File: config.mk
export PLATFORM = sky130hd
export DESIGN_NAME = sdram_bank_command_rules
export DESIGN_NICKNAME = d
export VERILOG_FILES = /design/src/hw/sdram_pkg.sv /design/src/hw/bank_tracker.sv /design/src/hw/sdram_bank_command_rules.sv
export SDC_FILE = /design/constraint.sdc
export NUM_CORES = 1
export LEC_CHECK = 0
export BUFFER_PORTS_ARGS = -buffer_cell sky130_fd_sc_hd__buf_4
export CAP_MARGIN = 25
export CORE_MARGIN = 3
export CORE_UTILIZATION = 39
export CTS_CLUSTER_SIZE = 10
export DETAILED_ROUTE_END_ITERATION = 7
export SLEW_MARGIN = 30
export SYNTH_ARGS = -nofsm -noshare
export SYNTH_HDL_FRONTEND = slang
export SYNTH_SLANG_ARGS = --single-unit
File: constraint.sdc
create_clock -name clock -period 3.99 [get_ports clock]
set_input_delay 0.798 -clock clock [delete_from_list [all_inputs] [get_ports clock]]
set_output_delay 0.798 -clock clock [all_outputs]
set_load 0.01 [all_outputs]
File: src/hw/sdram_pkg.sv
// Shared constants, types and timing counts for the bank command tracker
// ----------------------------------------------------------------------------
// ----------------------------------------------------------------------------
package sdram_pkg;

  localparam int CLK_MHZ = 100;
  localparam int NUM_BANKS = 4;
  localparam int CNT_W = 8;
  localparam int BURST_LEN_DEF = 4;
  localparam int READ_LATENCY_DEF = 3;

  // Timing figures in ns
  localparam int PRECHARGE_TIME_NS = 18;
  localparam int REFRESH_CYCLE_TIME_NS = 72;
  localparam int MODE_LOAD_TIME_NS = 20;
  localparam int ACTIVATE_TO_ACCESS_TIME_NS = 18;
  localparam int SELF_REFRESH_EXIT_TIME_NS = 120;

  // Least times round up to whole cycles
  localparam int PRECHARGE_CYC = (PRECHARGE_TIME_NS * CLK_MHZ + 999) / 1000;
  localparam int REFRESH_CYC = (REFRESH_CYCLE_TIME_NS * CLK_MHZ + 999) / 1000;
  localparam int MODE_LOAD_CYC = (MODE_LOAD_TIME_NS * CLK_MHZ + 999) / 1000;
  localparam int ACTIVATE_CYC = (ACTIVATE_TO_ACCESS_TIME_NS * CLK_MHZ + 999) / 1000;
  localparam int SR_EXIT_CYC = (SELF_REFRESH_EXIT_TIME_NS * CLK_MHZ + 999) / 1000;

  // Counter loads: a state lasts load + 1 cycles
  localparam logic [CNT_W-1:0] PRECHARGE_LOAD = CNT_W'(PRECHARGE_CYC - 1);
  localparam logic [CNT_W-1:0] REFRESH_LOAD = CNT_W'(REFRESH_CYC - 1);
  localparam logic [CNT_W-1:0] MODE_LOAD_LOAD = CNT_W'(MODE_LOAD_CYC - 1);
  localparam logic [CNT_W-1:0] ACTIVATE_LOAD = CNT_W'(ACTIVATE_CYC - 1);
  localparam logic [CNT_W-1:0] SR_EXIT_LOAD = CNT_W'(SR_EXIT_CYC - 1);
  localparam logic [CNT_W-1:0] CNT_ZERO = 8'h00;

  // Row, column, write strobe patterns (active low)
  localparam logic [2:0] PAT_NOP = 3'h7;
  localparam logic [2:0] PAT_ACTIVE = 3'h3;
  localparam logic [2:0] PAT_READ = 3'h5;
  localparam logic [2:0] PAT_WRITE = 3'h4;
  localparam logic [2:0] PAT_PRECHARGE = 3'h2;
  localparam logic [2:0] PAT_REFRESH = 3'h1;
  localparam logic [2:0] PAT_MODE_LOAD = 3'h0;
  localparam logic [2:0] PAT_TERMINATE = 3'h6;

  typedef enum logic [3:0] {
    CMD_INHIBIT = 4'h0,
    CMD_NOP = 4'h1,
    CMD_ACTIVE = 4'h2,
    CMD_READ = 4'h3,
    CMD_WRITE = 4'h4,
    CMD_PRECHARGE = 4'h5,
    CMD_REFRESH = 4'h6,
    CMD_MODE_LOAD = 4'h7,
    CMD_TERMINATE = 4'h8,
    CMD_DEEP_SLEEP = 4'h9,
    CMD_SELF_REFRESH = 4'ha
  } cmd_code_t;

  typedef enum logic [7:0] {
    BANK_IDLE = 8'h01,
    BANK_ACTIVATING = 8'h02,
    BANK_ACTIVE = 8'h04,
    BANK_READING = 8'h08,
    BANK_WRITING = 8'h10,
    BANK_READ_AP = 8'h20,
    BANK_WRITE_AP = 8'h40,
    BANK_PRECHARGING = 8'h80
  } bank_state_t;

  typedef enum logic [6:0] {
    DEV_NORMAL = 7'h01,
    DEV_REFRESHING = 7'h02,
    DEV_MODE_ACCESS = 7'h04,
    DEV_PRECHARGE_ALL = 7'h08,
    DEV_SELF_REFRESH = 7'h10,
    DEV_SR_EXIT = 7'h20,
    DEV_DEEP_SLEEP = 7'h40
  } dev_state_t;

  // Pins as sampled from the controller
  typedef struct packed {
    logic chip_select_n;
    logic row_strobe_n;
    logic column_strobe_n;
    logic write_strobe_n;
    logic [1:0] bank;
    logic auto_precharge;
  } pins_t;

  // Decoded command; auto_precharge doubles as the all-banks flag of PRECHARGE
  typedef struct packed {
    cmd_code_t code;
    logic [1:0] bank;
    logic auto_precharge;
  } cmd_t;

endpackage
File: src/hw/bank_tracker.sv
// State machine and timers of one bank
module bank_tracker #(
  parameter int BURST_LEN = sdram_pkg::BURST_LEN_DEF
) (
  // Clock and reset
  input wire logic clock,
  input wire logic srst,
  // Accepted command and its relation to this bank
  input sdram_pkg::cmd_t cmd,
  input wire logic hit,
  input wire logic other_burst,
  input wire logic terminate,
  // State
  output sdram_pkg::bank_state_t state_q,
  output logic write_beat
);

  localparam logic [sdram_pkg::CNT_W-1:0] BURST_LOAD = sdram_pkg::CNT_W'(BURST_LEN - 1);

  logic [sdram_pkg::CNT_W-1:0] cnt_q;
  logic pre_phase_q;
  logic rw_go;
  logic pre_go;
  logic cnt_done;
  sdram_pkg::bank_state_t rw_state;

  assign cnt_done = (cnt_q == sdram_pkg::CNT_ZERO);
  assign rw_go = hit && (cmd.code == sdram_pkg::CMD_READ || cmd.code == sdram_pkg::CMD_WRITE);
  assign pre_go = (cmd.code == sdram_pkg::CMD_PRECHARGE) && (hit || cmd.auto_precharge);
  assign rw_state = (cmd.code == sdram_pkg::CMD_READ) ?
      (cmd.auto_precharge ? sdram_pkg::BANK_READ_AP : sdram_pkg::BANK_READING) :
      (cmd.auto_precharge ? sdram_pkg::BANK_WRITE_AP : sdram_pkg::BANK_WRITING);
  // Beats after the registering edge; that edge itself is counted upstream
  assign write_beat = !cnt_done && (state_q == sdram_pkg::BANK_WRITING ||
      (state_q == sdram_pkg::BANK_WRITE_AP && !pre_phase_q));

  always_ff @(posedge clock) begin
    if (srst) begin
      state_q <= sdram_pkg::BANK_IDLE;
      cnt_q <= sdram_pkg::CNT_ZERO;
      pre_phase_q <= 1'b0;
    end else begin
      case (state_q)
        sdram_pkg::BANK_IDLE: begin
          if (hit && cmd.code == sdram_pkg::CMD_ACTIVE) begin
            state_q <= sdram_pkg::BANK_ACTIVATING;
            cnt_q <= sdram_pkg::ACTIVATE_LOAD;
          end
        end
        sdram_pkg::BANK_ACTIVATING: begin
          if (cnt_done) begin
            state_q <= sdram_pkg::BANK_ACTIVE;
          end else begin
            cnt_q <= cnt_q - 1'b1;
          end
        end
        sdram_pkg::BANK_ACTIVE, sdram_pkg::BANK_READING, sdram_pkg::BANK_WRITING: begin
          if (rw_go) begin
            state_q <= rw_state;
            cnt_q <= BURST_LOAD;
            pre_phase_q <= 1'b0;
          end else if (pre_go) begin
            state_q <= sdram_pkg::BANK_PRECHARGING;
            cnt_q <= sdram_pkg::PRECHARGE_LOAD;
          end else if (state_q != sdram_pkg::BANK_ACTIVE) begin
            if (other_burst || terminate || cnt_done) begin
              state_q <= sdram_pkg::BANK_ACTIVE;
            end else begin
              cnt_q <= cnt_q - 1'b1;
            end
          end
        end
        sdram_pkg::BANK_READ_AP, sdram_pkg::BANK_WRITE_AP: begin
          if (!pre_phase_q && (other_burst || cnt_done)) begin
            pre_phase_q <= 1'b1;
            cnt_q <= sdram_pkg::PRECHARGE_LOAD;
          end else if (pre_phase_q && cnt_done) begin
            state_q <= sdram_pkg::BANK_IDLE;
            pre_phase_q <= 1'b0;
          end else begin
            cnt_q <= cnt_q - 1'b1;
          end
        end
        sdram_pkg::BANK_PRECHARGING: begin
          if (cnt_done) begin
            state_q <= sdram_pkg::BANK_IDLE;
          end else begin
            cnt_q <= cnt_q - 1'b1;
          end
        end
        default: begin
          state_q <= sdram_pkg::BANK_IDLE;
          cnt_q <= sdram_pkg::CNT_ZERO;
          pre_phase_q <= 1'b0;
        end
      endcase
    end
  end

endmodule

File: src/hw/sdram_bank_command_rules.sv
// Command decoder, device state and four bank trackers
module sdram_bank_command_rules #(
  parameter int BURST_LEN = sdram_pkg::BURST_LEN_DEF,
  parameter int READ_LATENCY = sdram_pkg::READ_LATENCY_DEF
) (
  // Clock and reset
  input wire logic clock,
  input wire logic srst,
  // Command pins from the controller
  input sdram_pkg::pins_t pins,
  input wire logic clock_gate,
  // Decoded command
  output sdram_pkg::cmd_t cmd_q,
  output logic cmd_accepted_q,
  output logic cmd_illegal_q,
  // Bank and device state
  output sdram_pkg::bank_state_t [sdram_pkg::NUM_BANKS-1:0] bank_state,
  output sdram_pkg::dev_state_t dev_state_q,
  output logic all_idle,
  // Data bus ownership
  output logic read_bus_start_q,
  output logic [1:0] read_bus_bank_q,
  output logic write_accept_q,
  output logic [1:0] write_accept_bank_q
);

  localparam int NB = sdram_pkg::NUM_BANKS;

  // --------------------------------------------------------------------------
  // Input synchronisers
  // --------------------------------------------------------------------------
  sdram_pkg::pins_t pins_meta_q;
  sdram_pkg::pins_t pins_q;
  logic gate_meta_q;
  logic gate_q;
  logic gate_prev_q;

  // Commands lag the pins by two cycles; timing is counted from here
  always_ff @(posedge clock) begin
    if (srst) begin
      pins_meta_q <= '1;
      pins_q <= '1;
    end else begin
      pins_meta_q <= pins;
      pins_q <= pins_meta_q;
    end
  end

  always_ff @(posedge clock) begin
    if (srst) begin
      gate_meta_q <= 1'b1;
      gate_q <= 1'b1;
      gate_prev_q <= 1'b1;
    end else begin
      gate_meta_q <= clock_gate;
      gate_q <= gate_meta_q;
      gate_prev_q <= gate_q;
    end
  end

  // --------------------------------------------------------------------------
  // Decode
  // --------------------------------------------------------------------------
  sdram_pkg::cmd_t dec;
  logic [2:0] pat;

  assign pat = {pins_q.row_strobe_n, pins_q.column_strobe_n, pins_q.write_strobe_n};

  always_comb begin
    dec.bank = pins_q.bank;
    dec.auto_precharge = pins_q.auto_precharge;
    dec.code = sdram_pkg::CMD_NOP;
    if (pins_q.chip_select_n) begin
      dec.code = sdram_pkg::CMD_INHIBIT;
    end else begin
      case (pat)
        sdram_pkg::PAT_NOP: dec.code = sdram_pkg::CMD_NOP;
        sdram_pkg::PAT_ACTIVE: dec.code = sdram_pkg::CMD_ACTIVE;
        sdram_pkg::PAT_READ: dec.code = sdram_pkg::CMD_READ;
        sdram_pkg::PAT_WRITE: dec.code = sdram_pkg::CMD_WRITE;
        sdram_pkg::PAT_PRECHARGE: dec.code = sdram_pkg::CMD_PRECHARGE;
        sdram_pkg::PAT_REFRESH:
          dec.code = gate_q ? sdram_pkg::CMD_REFRESH : sdram_pkg::CMD_SELF_REFRESH;
        sdram_pkg::PAT_MODE_LOAD: dec.code = sdram_pkg::CMD_MODE_LOAD;
        sdram_pkg::PAT_TERMINATE:
          dec.code = gate_q ? sdram_pkg::CMD_TERMINATE : sdram_pkg::CMD_DEEP_SLEEP;
        default: dec.code = sdram_pkg::CMD_NOP;
      endcase
    end
  end

  // --------------------------------------------------------------------------
  // Legality against the addressed bank, all banks or the last burst bank
  // --------------------------------------------------------------------------
  sdram_pkg::bank_state_t tgt;
  logic [NB-1:0] idle_vec;
  logic [NB-1:0] pre_ok_vec;
  logic [NB-1:0] write_beat_vec;
  logic [1:0] last_rw_bank_q;
  logic table_ok;
  logic executable;
  logic legal;
  logic accept;
  logic entry_edge;
  sdram_pkg::cmd_t acc;

  always_comb begin
    for (int i = 0; i < NB; i++) begin
      idle_vec[i] = (bank_state[i] == sdram_pkg::BANK_IDLE);
      pre_ok_vec[i] = (bank_state[i] == sdram_pkg::BANK_IDLE) ||
          (bank_state[i] == sdram_pkg::BANK_ACTIVE) ||
          (bank_state[i] == sdram_pkg::BANK_READING) ||
          (bank_state[i] == sdram_pkg::BANK_WRITING);
    end
  end

  assign all_idle = &idle_vec;
  assign tgt = bank_state[dec.bank];
  // gate high on both edges, no exit wait
  assign table_ok = gate_q && gate_prev_q && (dev_state_q == sdram_pkg::DEV_NORMAL);
  assign entry_edge = gate_prev_q && !gate_q && (dev_state_q == sdram_pkg::DEV_NORMAL);
  assign executable = (dec.code != sdram_pkg::CMD_INHIBIT) && (dec.code != sdram_pkg::CMD_NOP);

  // addressed bank state decides ACTIVE, READ, WRITE and one-bank PRECHARGE; the rest check all banks or the last burst bank
  always_comb begin
    legal = 1'b0;
    case (dec.code)
      sdram_pkg::CMD_INHIBIT, sdram_pkg::CMD_NOP: legal = 1'b1;
      sdram_pkg::CMD_ACTIVE: legal = table_ok && (tgt == sdram_pkg::BANK_IDLE);
      sdram_pkg::CMD_READ, sdram_pkg::CMD_WRITE:
        legal = table_ok && (tgt == sdram_pkg::BANK_ACTIVE ||
            tgt == sdram_pkg::BANK_READING || tgt == sdram_pkg::BANK_WRITING);
      sdram_pkg::CMD_PRECHARGE:
        legal = table_ok && (dec.auto_precharge ? (&pre_ok_vec) : pre_ok_vec[dec.bank]);
      sdram_pkg::CMD_REFRESH, sdram_pkg::CMD_MODE_LOAD: legal = table_ok && all_idle;
      sdram_pkg::CMD_TERMINATE:
        legal = table_ok && (bank_state[last_rw_bank_q] == sdram_pkg::BANK_READING ||
            bank_state[last_rw_bank_q] == sdram_pkg::BANK_WRITING);
      sdram_pkg::CMD_SELF_REFRESH, sdram_pkg::CMD_DEEP_SLEEP: legal = entry_edge && all_idle;
      default: legal = 1'b0;
    endcase
  end

  // illegal or busy-time commands are flagged and dropped
  assign accept = legal && executable;

  always_comb begin
    acc = dec;
    if (!accept) begin
      acc.code = sdram_pkg::CMD_NOP;
    end
  end

  always_ff @(posedge clock) begin
    if (srst) begin
      cmd_q <= '{code: sdram_pkg::CMD_INHIBIT, bank: 2'h0, auto_precharge: 1'b0};
      cmd_accepted_q <= 1'b0;
      cmd_illegal_q <= 1'b0;
    end else begin
      cmd_q <= dec;
      cmd_accepted_q <= accept;
      cmd_illegal_q <= executable && !legal;
    end
  end

  always_ff @(posedge clock) begin
    if (srst) begin
      last_rw_bank_q <= 2'h0;
    end else if (acc.code == sdram_pkg::CMD_READ || acc.code == sdram_pkg::CMD_WRITE) begin
      last_rw_bank_q <= acc.bank;
    end
  end

  // --------------------------------------------------------------------------
  // Device-wide state
  // --------------------------------------------------------------------------
  logic [sdram_pkg::CNT_W-1:0] dev_cnt_q;
  logic dev_done;

  assign dev_done = (dev_cnt_q == sdram_pkg::CNT_ZERO);

  always_ff @(posedge clock) begin
    if (srst) begin
      dev_state_q <= sdram_pkg::DEV_NORMAL;
      dev_cnt_q <= sdram_pkg::CNT_ZERO;
    end else begin
      case (dev_state_q)
        sdram_pkg::DEV_NORMAL: begin
          case (acc.code)
            sdram_pkg::CMD_REFRESH: begin
              dev_state_q <= sdram_pkg::DEV_REFRESHING;
              dev_cnt_q <= sdram_pkg::REFRESH_LOAD;
            end
            sdram_pkg::CMD_MODE_LOAD: begin
              dev_state_q <= sdram_pkg::DEV_MODE_ACCESS;
              dev_cnt_q <= sdram_pkg::MODE_LOAD_LOAD;
            end
            sdram_pkg::CMD_PRECHARGE: begin
              if (acc.auto_precharge) begin
                dev_state_q <= sdram_pkg::DEV_PRECHARGE_ALL;
                dev_cnt_q <= sdram_pkg::PRECHARGE_LOAD;
              end
            end
            sdram_pkg::CMD_SELF_REFRESH: dev_state_q <= sdram_pkg::DEV_SELF_REFRESH;
            sdram_pkg::CMD_DEEP_SLEEP: dev_state_q <= sdram_pkg::DEV_DEEP_SLEEP;
            default: dev_state_q <= sdram_pkg::DEV_NORMAL;
          endcase
        end
        sdram_pkg::DEV_REFRESHING, sdram_pkg::DEV_MODE_ACCESS,
        sdram_pkg::DEV_PRECHARGE_ALL, sdram_pkg::DEV_SR_EXIT: begin
          if (dev_done) begin
            dev_state_q <= sdram_pkg::DEV_NORMAL;
          end else begin
            dev_cnt_q <= dev_cnt_q - 1'b1;
          end
        end
        sdram_pkg::DEV_SELF_REFRESH: begin
          if (gate_q) begin
            dev_state_q <= sdram_pkg::DEV_SR_EXIT;
            dev_cnt_q <= sdram_pkg::SR_EXIT_LOAD;
          end
        end
        sdram_pkg::DEV_DEEP_SLEEP: begin
          if (gate_q) begin
            dev_state_q <= sdram_pkg::DEV_NORMAL;
          end
        end
        default: begin
          dev_state_q <= sdram_pkg::DEV_NORMAL;
          dev_cnt_q <= sdram_pkg::CNT_ZERO;
        end
      endcase
    end
  end

  // --------------------------------------------------------------------------
  // Bank trackers
  // --------------------------------------------------------------------------
  logic acc_rw;
  logic acc_read;
  logic acc_term;

  assign acc_read = (acc.code == sdram_pkg::CMD_READ);
  assign acc_rw = acc_read || (acc.code == sdram_pkg::CMD_WRITE);
  assign acc_term = (acc.code == sdram_pkg::CMD_TERMINATE);

  for (genvar b = 0; b < NB; b++) begin : g_bank
    logic hit;
    logic other;
    logic term;

    assign hit = (acc.bank == 2'(b)) &&
        !(acc.code == sdram_pkg::CMD_PRECHARGE && acc.auto_precharge);
    // burst to another bank ends this one
    assign other = acc_rw && (acc.bank != 2'(b));
    assign term = acc_term && (last_rw_bank_q == 2'(b));

    bank_tracker #(
      .BURST_LEN(BURST_LEN)
    ) u_bank (
      .clock(clock),
      .srst(srst),
      .cmd(acc),
      .hit(hit),
      .other_burst(other),
      .terminate(term),
      .state_q(bank_state[b]),
      .write_beat(write_beat_vec[b])
    );
  end

  // --------------------------------------------------------------------------
  // Data bus ownership
  // --------------------------------------------------------------------------
  logic [READ_LATENCY-1:0] rd_valid_q;
  logic [READ_LATENCY-1:0][1:0] rd_bank_q;
  logic beat_any;
  logic [1:0] beat_bank;

  // new read owns the bus a read latency later
  always_ff @(posedge clock) begin
    if (srst) begin
      rd_valid_q <= '0;
      rd_bank_q <= '0;
    end else begin
      rd_valid_q <= {rd_valid_q[READ_LATENCY-2:0], acc_read};
      rd_bank_q <= {rd_bank_q[READ_LATENCY-2:0], acc.bank};
    end
  end

  assign read_bus_start_q = rd_valid_q[READ_LATENCY-1];
  assign read_bus_bank_q = rd_bank_q[READ_LATENCY-1];

  always_comb begin
    beat_any = 1'b0;
    beat_bank = 2'h0;
    for (int i = 0; i < NB; i++) begin
      if (write_beat_vec[i]) begin
        beat_any = 1'b1;
        beat_bank = 2'(i);
      end
    end
  end

  // word at the interrupting read edge is not taken
  always_ff @(posedge clock) begin
    if (srst) begin
      write_accept_q <= 1'b0;
      write_accept_bank_q <= 2'h0;
    end else if (acc.code == sdram_pkg::CMD_WRITE) begin
      write_accept_q <= 1'b1;
      write_accept_bank_q <= acc.bank;
    end else begin
      write_accept_q <= beat_any && !acc_read && !acc_term &&
          !(acc.code == sdram_pkg::CMD_PRECHARGE);
      write_accept_bank_q <= beat_bank;
    end
  end

endmodule

==> flow_summary.toml <==
[hold_path]
hp-start = "gate_meta_q$_SDFF_PP1_"
worst_hold_path_type = "flop to flop"
whs_path_depth = 1
hold_path_end = "gate_q$_SDFF_PP1_"

[yosys]
ys_warn_count = 0
synthMuxAreaShare_pct = 2.27
synth_top_family_by_area = "simple AND/OR/NAND/NOR gates"
synth-simple-area-share_pct = 30.9
synth_top_area_share_pct = 33.3
synth.area.top_cells = "dfxtp_1, nor2_1, a21oi_1"
synth_xor_area_share_pct = 2.17
synth-compound-area-share_pct = 24.6
syn_area_per_cell_sq_um = 7.78
syn_nets = 950
synth_top_area_cell = "dfxtp_1"
synth-edff-count = 0
syn_inst = 934
synth_adder_area_share_pct = 1.17
synth_cell_type_count = 85
ys.flop_type = "dfxtp_1"
yosysSeqAreaShare_pct = 33.3
synthArstFlopShare_pct = 0
ys_ff_latch = 121
syn_area_sq_um = 7270

[cts]
cts_hold_buf = 0
h-tree-depth = 4
root_buffer = "clkbuf_16"
cts_num_sinks = 121
insertion_delay_ps = 430
clockBufferDepth = 2
cts_tree = "built"
clk_pin_slew_ps = 60
cts_buffers = 17

[floorplan]
dieWidth_um = 143
boundaryPins = 65
rows = 49
start_util_pct = 40.1
fp.dieH_um = 143
dieArea_sq_um = 20300
coreArea_sq_um = 18100

[pwr]
p_int_uw = 2190
cellLeakagePower_uw = 0.00334
clkPwrFrac_pct = 53.6
sw_frac_of_total_pct = 24.4
p_switching_uw = 708
seqPwrFrac_pct = 42.6
ir_drop_v = 0.000303
combPwrFrac_pct = 3.8
p_per_area_nw_per_um2 = 338

[placed_design]
placed_area_sq_um = 7980
dp_hpwl_mm = 16.7
gp_congestion = 1.05
portBuffers = 64

[timing]
finalSetupViolCount = 0
final_min_period_over_clock_period_pct = 93.0
relSlewSlack_pct = 46.9
fmax_mhz = 269
fin_crit_ps = 3710
hold_viol = 0
final.setup.tns_ps = 0
drv_slew = 0
clock_skew_ps = 7.73
tightestPinTransition_ps = 789
grt_setup_unrepaired = "no"

[critical_path]
required_ps = 4340
timing.rr.end = "g_bank[0].u_bank.cnt_q[6]$_SDFFE_PP0P_"
crit_type = "flop to flop"
r2r_slack_ps = 280
crit_path_start_kind = "flop"
rr_worst_depth = 10
path_max_fanout = 9
cp-end-kind = "flop"
arrival_ps = 4060
reg2reg_from = "g_bank[2].u_bank.state_q[1]$_SDFFE_PP0P_"

[final_layout]
nNetsFinal = 1001
mostFrequentLayoutCells = "dfxtp_1, nor2_1, buf_4"
area_growth_pct = 17.9
drive_gt1_share_pct = 18.0
final_area_sq_um = 8580
layout_commonest_cell = "dfxtp_1"
utilization_pct = 47.3
diodes = 0

[route]
drc = 0
routed_wl_mm = 22.8
via_count = 7329
vias_per_cell = 5.97
final_antenna_net_count = 0
drtPass1Iterations = 5
drt_iter0_drc = 763
wl_per_cell_um = 18.5

[global_routing]
grt_max_degree = 65
track_usage_pct = 22.5
overflow = 0
grt_pass1_vias = 6753
grt_pass1_wl_mm = 36.3
antenna_found_initial = 0

[status]
outcome = "finished, final reports clean"

[run]
max_cap_violations = 0
[power groups by stage]
| stage | sequential [uW] | clock [uW] | combinational (uW) |
|---|---|---|---|
| floorplan | 1250 | 0 | 76.1 |
| global placement | 1260 | 0 | 110 |
| detailed placement | 1260 | 0 | 110 |
| CTS | 1230 | 1580 | 110 |
| global route | 1240 | 1640 | 120 |
| finish | 1230 | 1550 | 110 |
[worst max path at each step]
stage	from	end	slack [ps]	cells past startpoint
final	g_bank[2].u_bank.state_q[1]$_SDFFE_PP0P_	g_bank[0].u_bank.cnt_q[6]$_SDFFE_PP0P_	280	10
after global routing	g_bank[2].u_bank.state_q[3]$_SDFFE_PP0P_	g_bank[0].u_bank.cnt_q[6]$_SDFFE_PP0P_	0.06	11
after CTS	acc[1]$_SDFF_PP1_	g_bank[0].u_bank.cnt_q[6]$_SDFFE_PP0P_	240	11
after detailed placement	acc[1]$_SDFF_PP1_	g_bank[0].u_bank.cnt_q[6]$_SDFFE_PP0P_	260	10
after global placement	acc[1]$_SDFF_PP1_	g_bank[2].u_bank.state_q[2]$_SDFFE_PP0P_	310	11
after floorplan	g_bank[2].u_bank.state_q[1]$_SDFFE_PP0P_	dev_cnt_q[6]$_SDFFE_PP0P_	710	12
[stage by stage]
step	hold WS [ps]	std cells	total power [uW]	worst slack, ps
floorplan	389	934	1330	709
global placement	392	1195	1370	311
detailed placement	392	1195	1370	259
CTS	407	1227	2920	239
global route	423	1227	2990	0.0577
finish	408	1227	2900	278
[per-layer routing]
layer  up-vias  global-route usage [%]  share of wire (%)  routed length (um)
met5         -                       0                  0                   0
met4         0                    10.0                3.2                 737
met3        65                    4.91                6.6                1510
met2       289                    33.5                 44               10000
met1      3455                    31.4                 46               10500
li1       3520                       -                  -                   -
[synthesized netlist by cell type, drive strengths merged, types with 7 or more instances]
master    n
nor4     19
or2      26
nor3     43
a21oi    66
or3      19
o211ai   15
o31ai    12
nand2b   23
o32ai    11
nand2    73
buf      17
inv      34
and2     11
a21boi   11
dfxtp   121
o21a      7
o21ai    53
clkbuf   43
nor2    117
a31oi     9
nand4    14
nand3    15
xnor2    11
nor2b    22
a22oi    17
or4      10
xor2      7
[layout make-up]
cell class                      count  area, sq um
Sequential cell                   121         2420
Multi-Input combinational cell    719         4440
Clock buffer                       17          425
Fill cell                        1811         9570
Inverter                           34          128
Timing Repair Buffer               92          703
Clock inverter                     15          166
Tap cell                          229          287
[cells by family (layout without fill, tap and decap cells)]
logic type               Yosys count  after routing
AO/OA/AOI/OAI                    261            261
XOR/XNOR                          18             18
adder cells (fa/ha/maj)            7              7
buffers and inverters             94            158
flip-flops                       121            121
multiplexers                       9              9
AND/OR/NAND/NOR                  424            424
[worst max-delay path, stage by stage (launching register included)]
cell,delay [ps]
dfxtp_1,360
or4_1,680
a21oi_2,290
o221ai_1,210
o32ai_2,510
buf_4,250
a31oi_1,180
nor2_1,230
o21ai_2,160
or4_1,550
o31ai_1,200
[timing repair]
item	CTS	global route
gates resized for setup	0	1
hold endpoints to repair	0	0
buffers inserted	0	0
endpoints found under the setup margin	0	4
[state kept, by name, indices dropped and copies added (netlist names), 2 cells and up]
signal	cells
read_bus_bank_q	2
acc	3
dev_cnt_q	8
rd_bank_q	4
g_bank.u_bank.pre_phase_q	4
pat	3
last_rw_bank_q	2
pins_meta_q	7
cmd_q	5
dev_state_q	7
rd_valid_q	3
write_accept_bank_q	2
g_bank.u_bank.cnt_q	32
g_bank.u_bank.state_q	32
No activity file was read; power rests on OpenSTA's default activity.
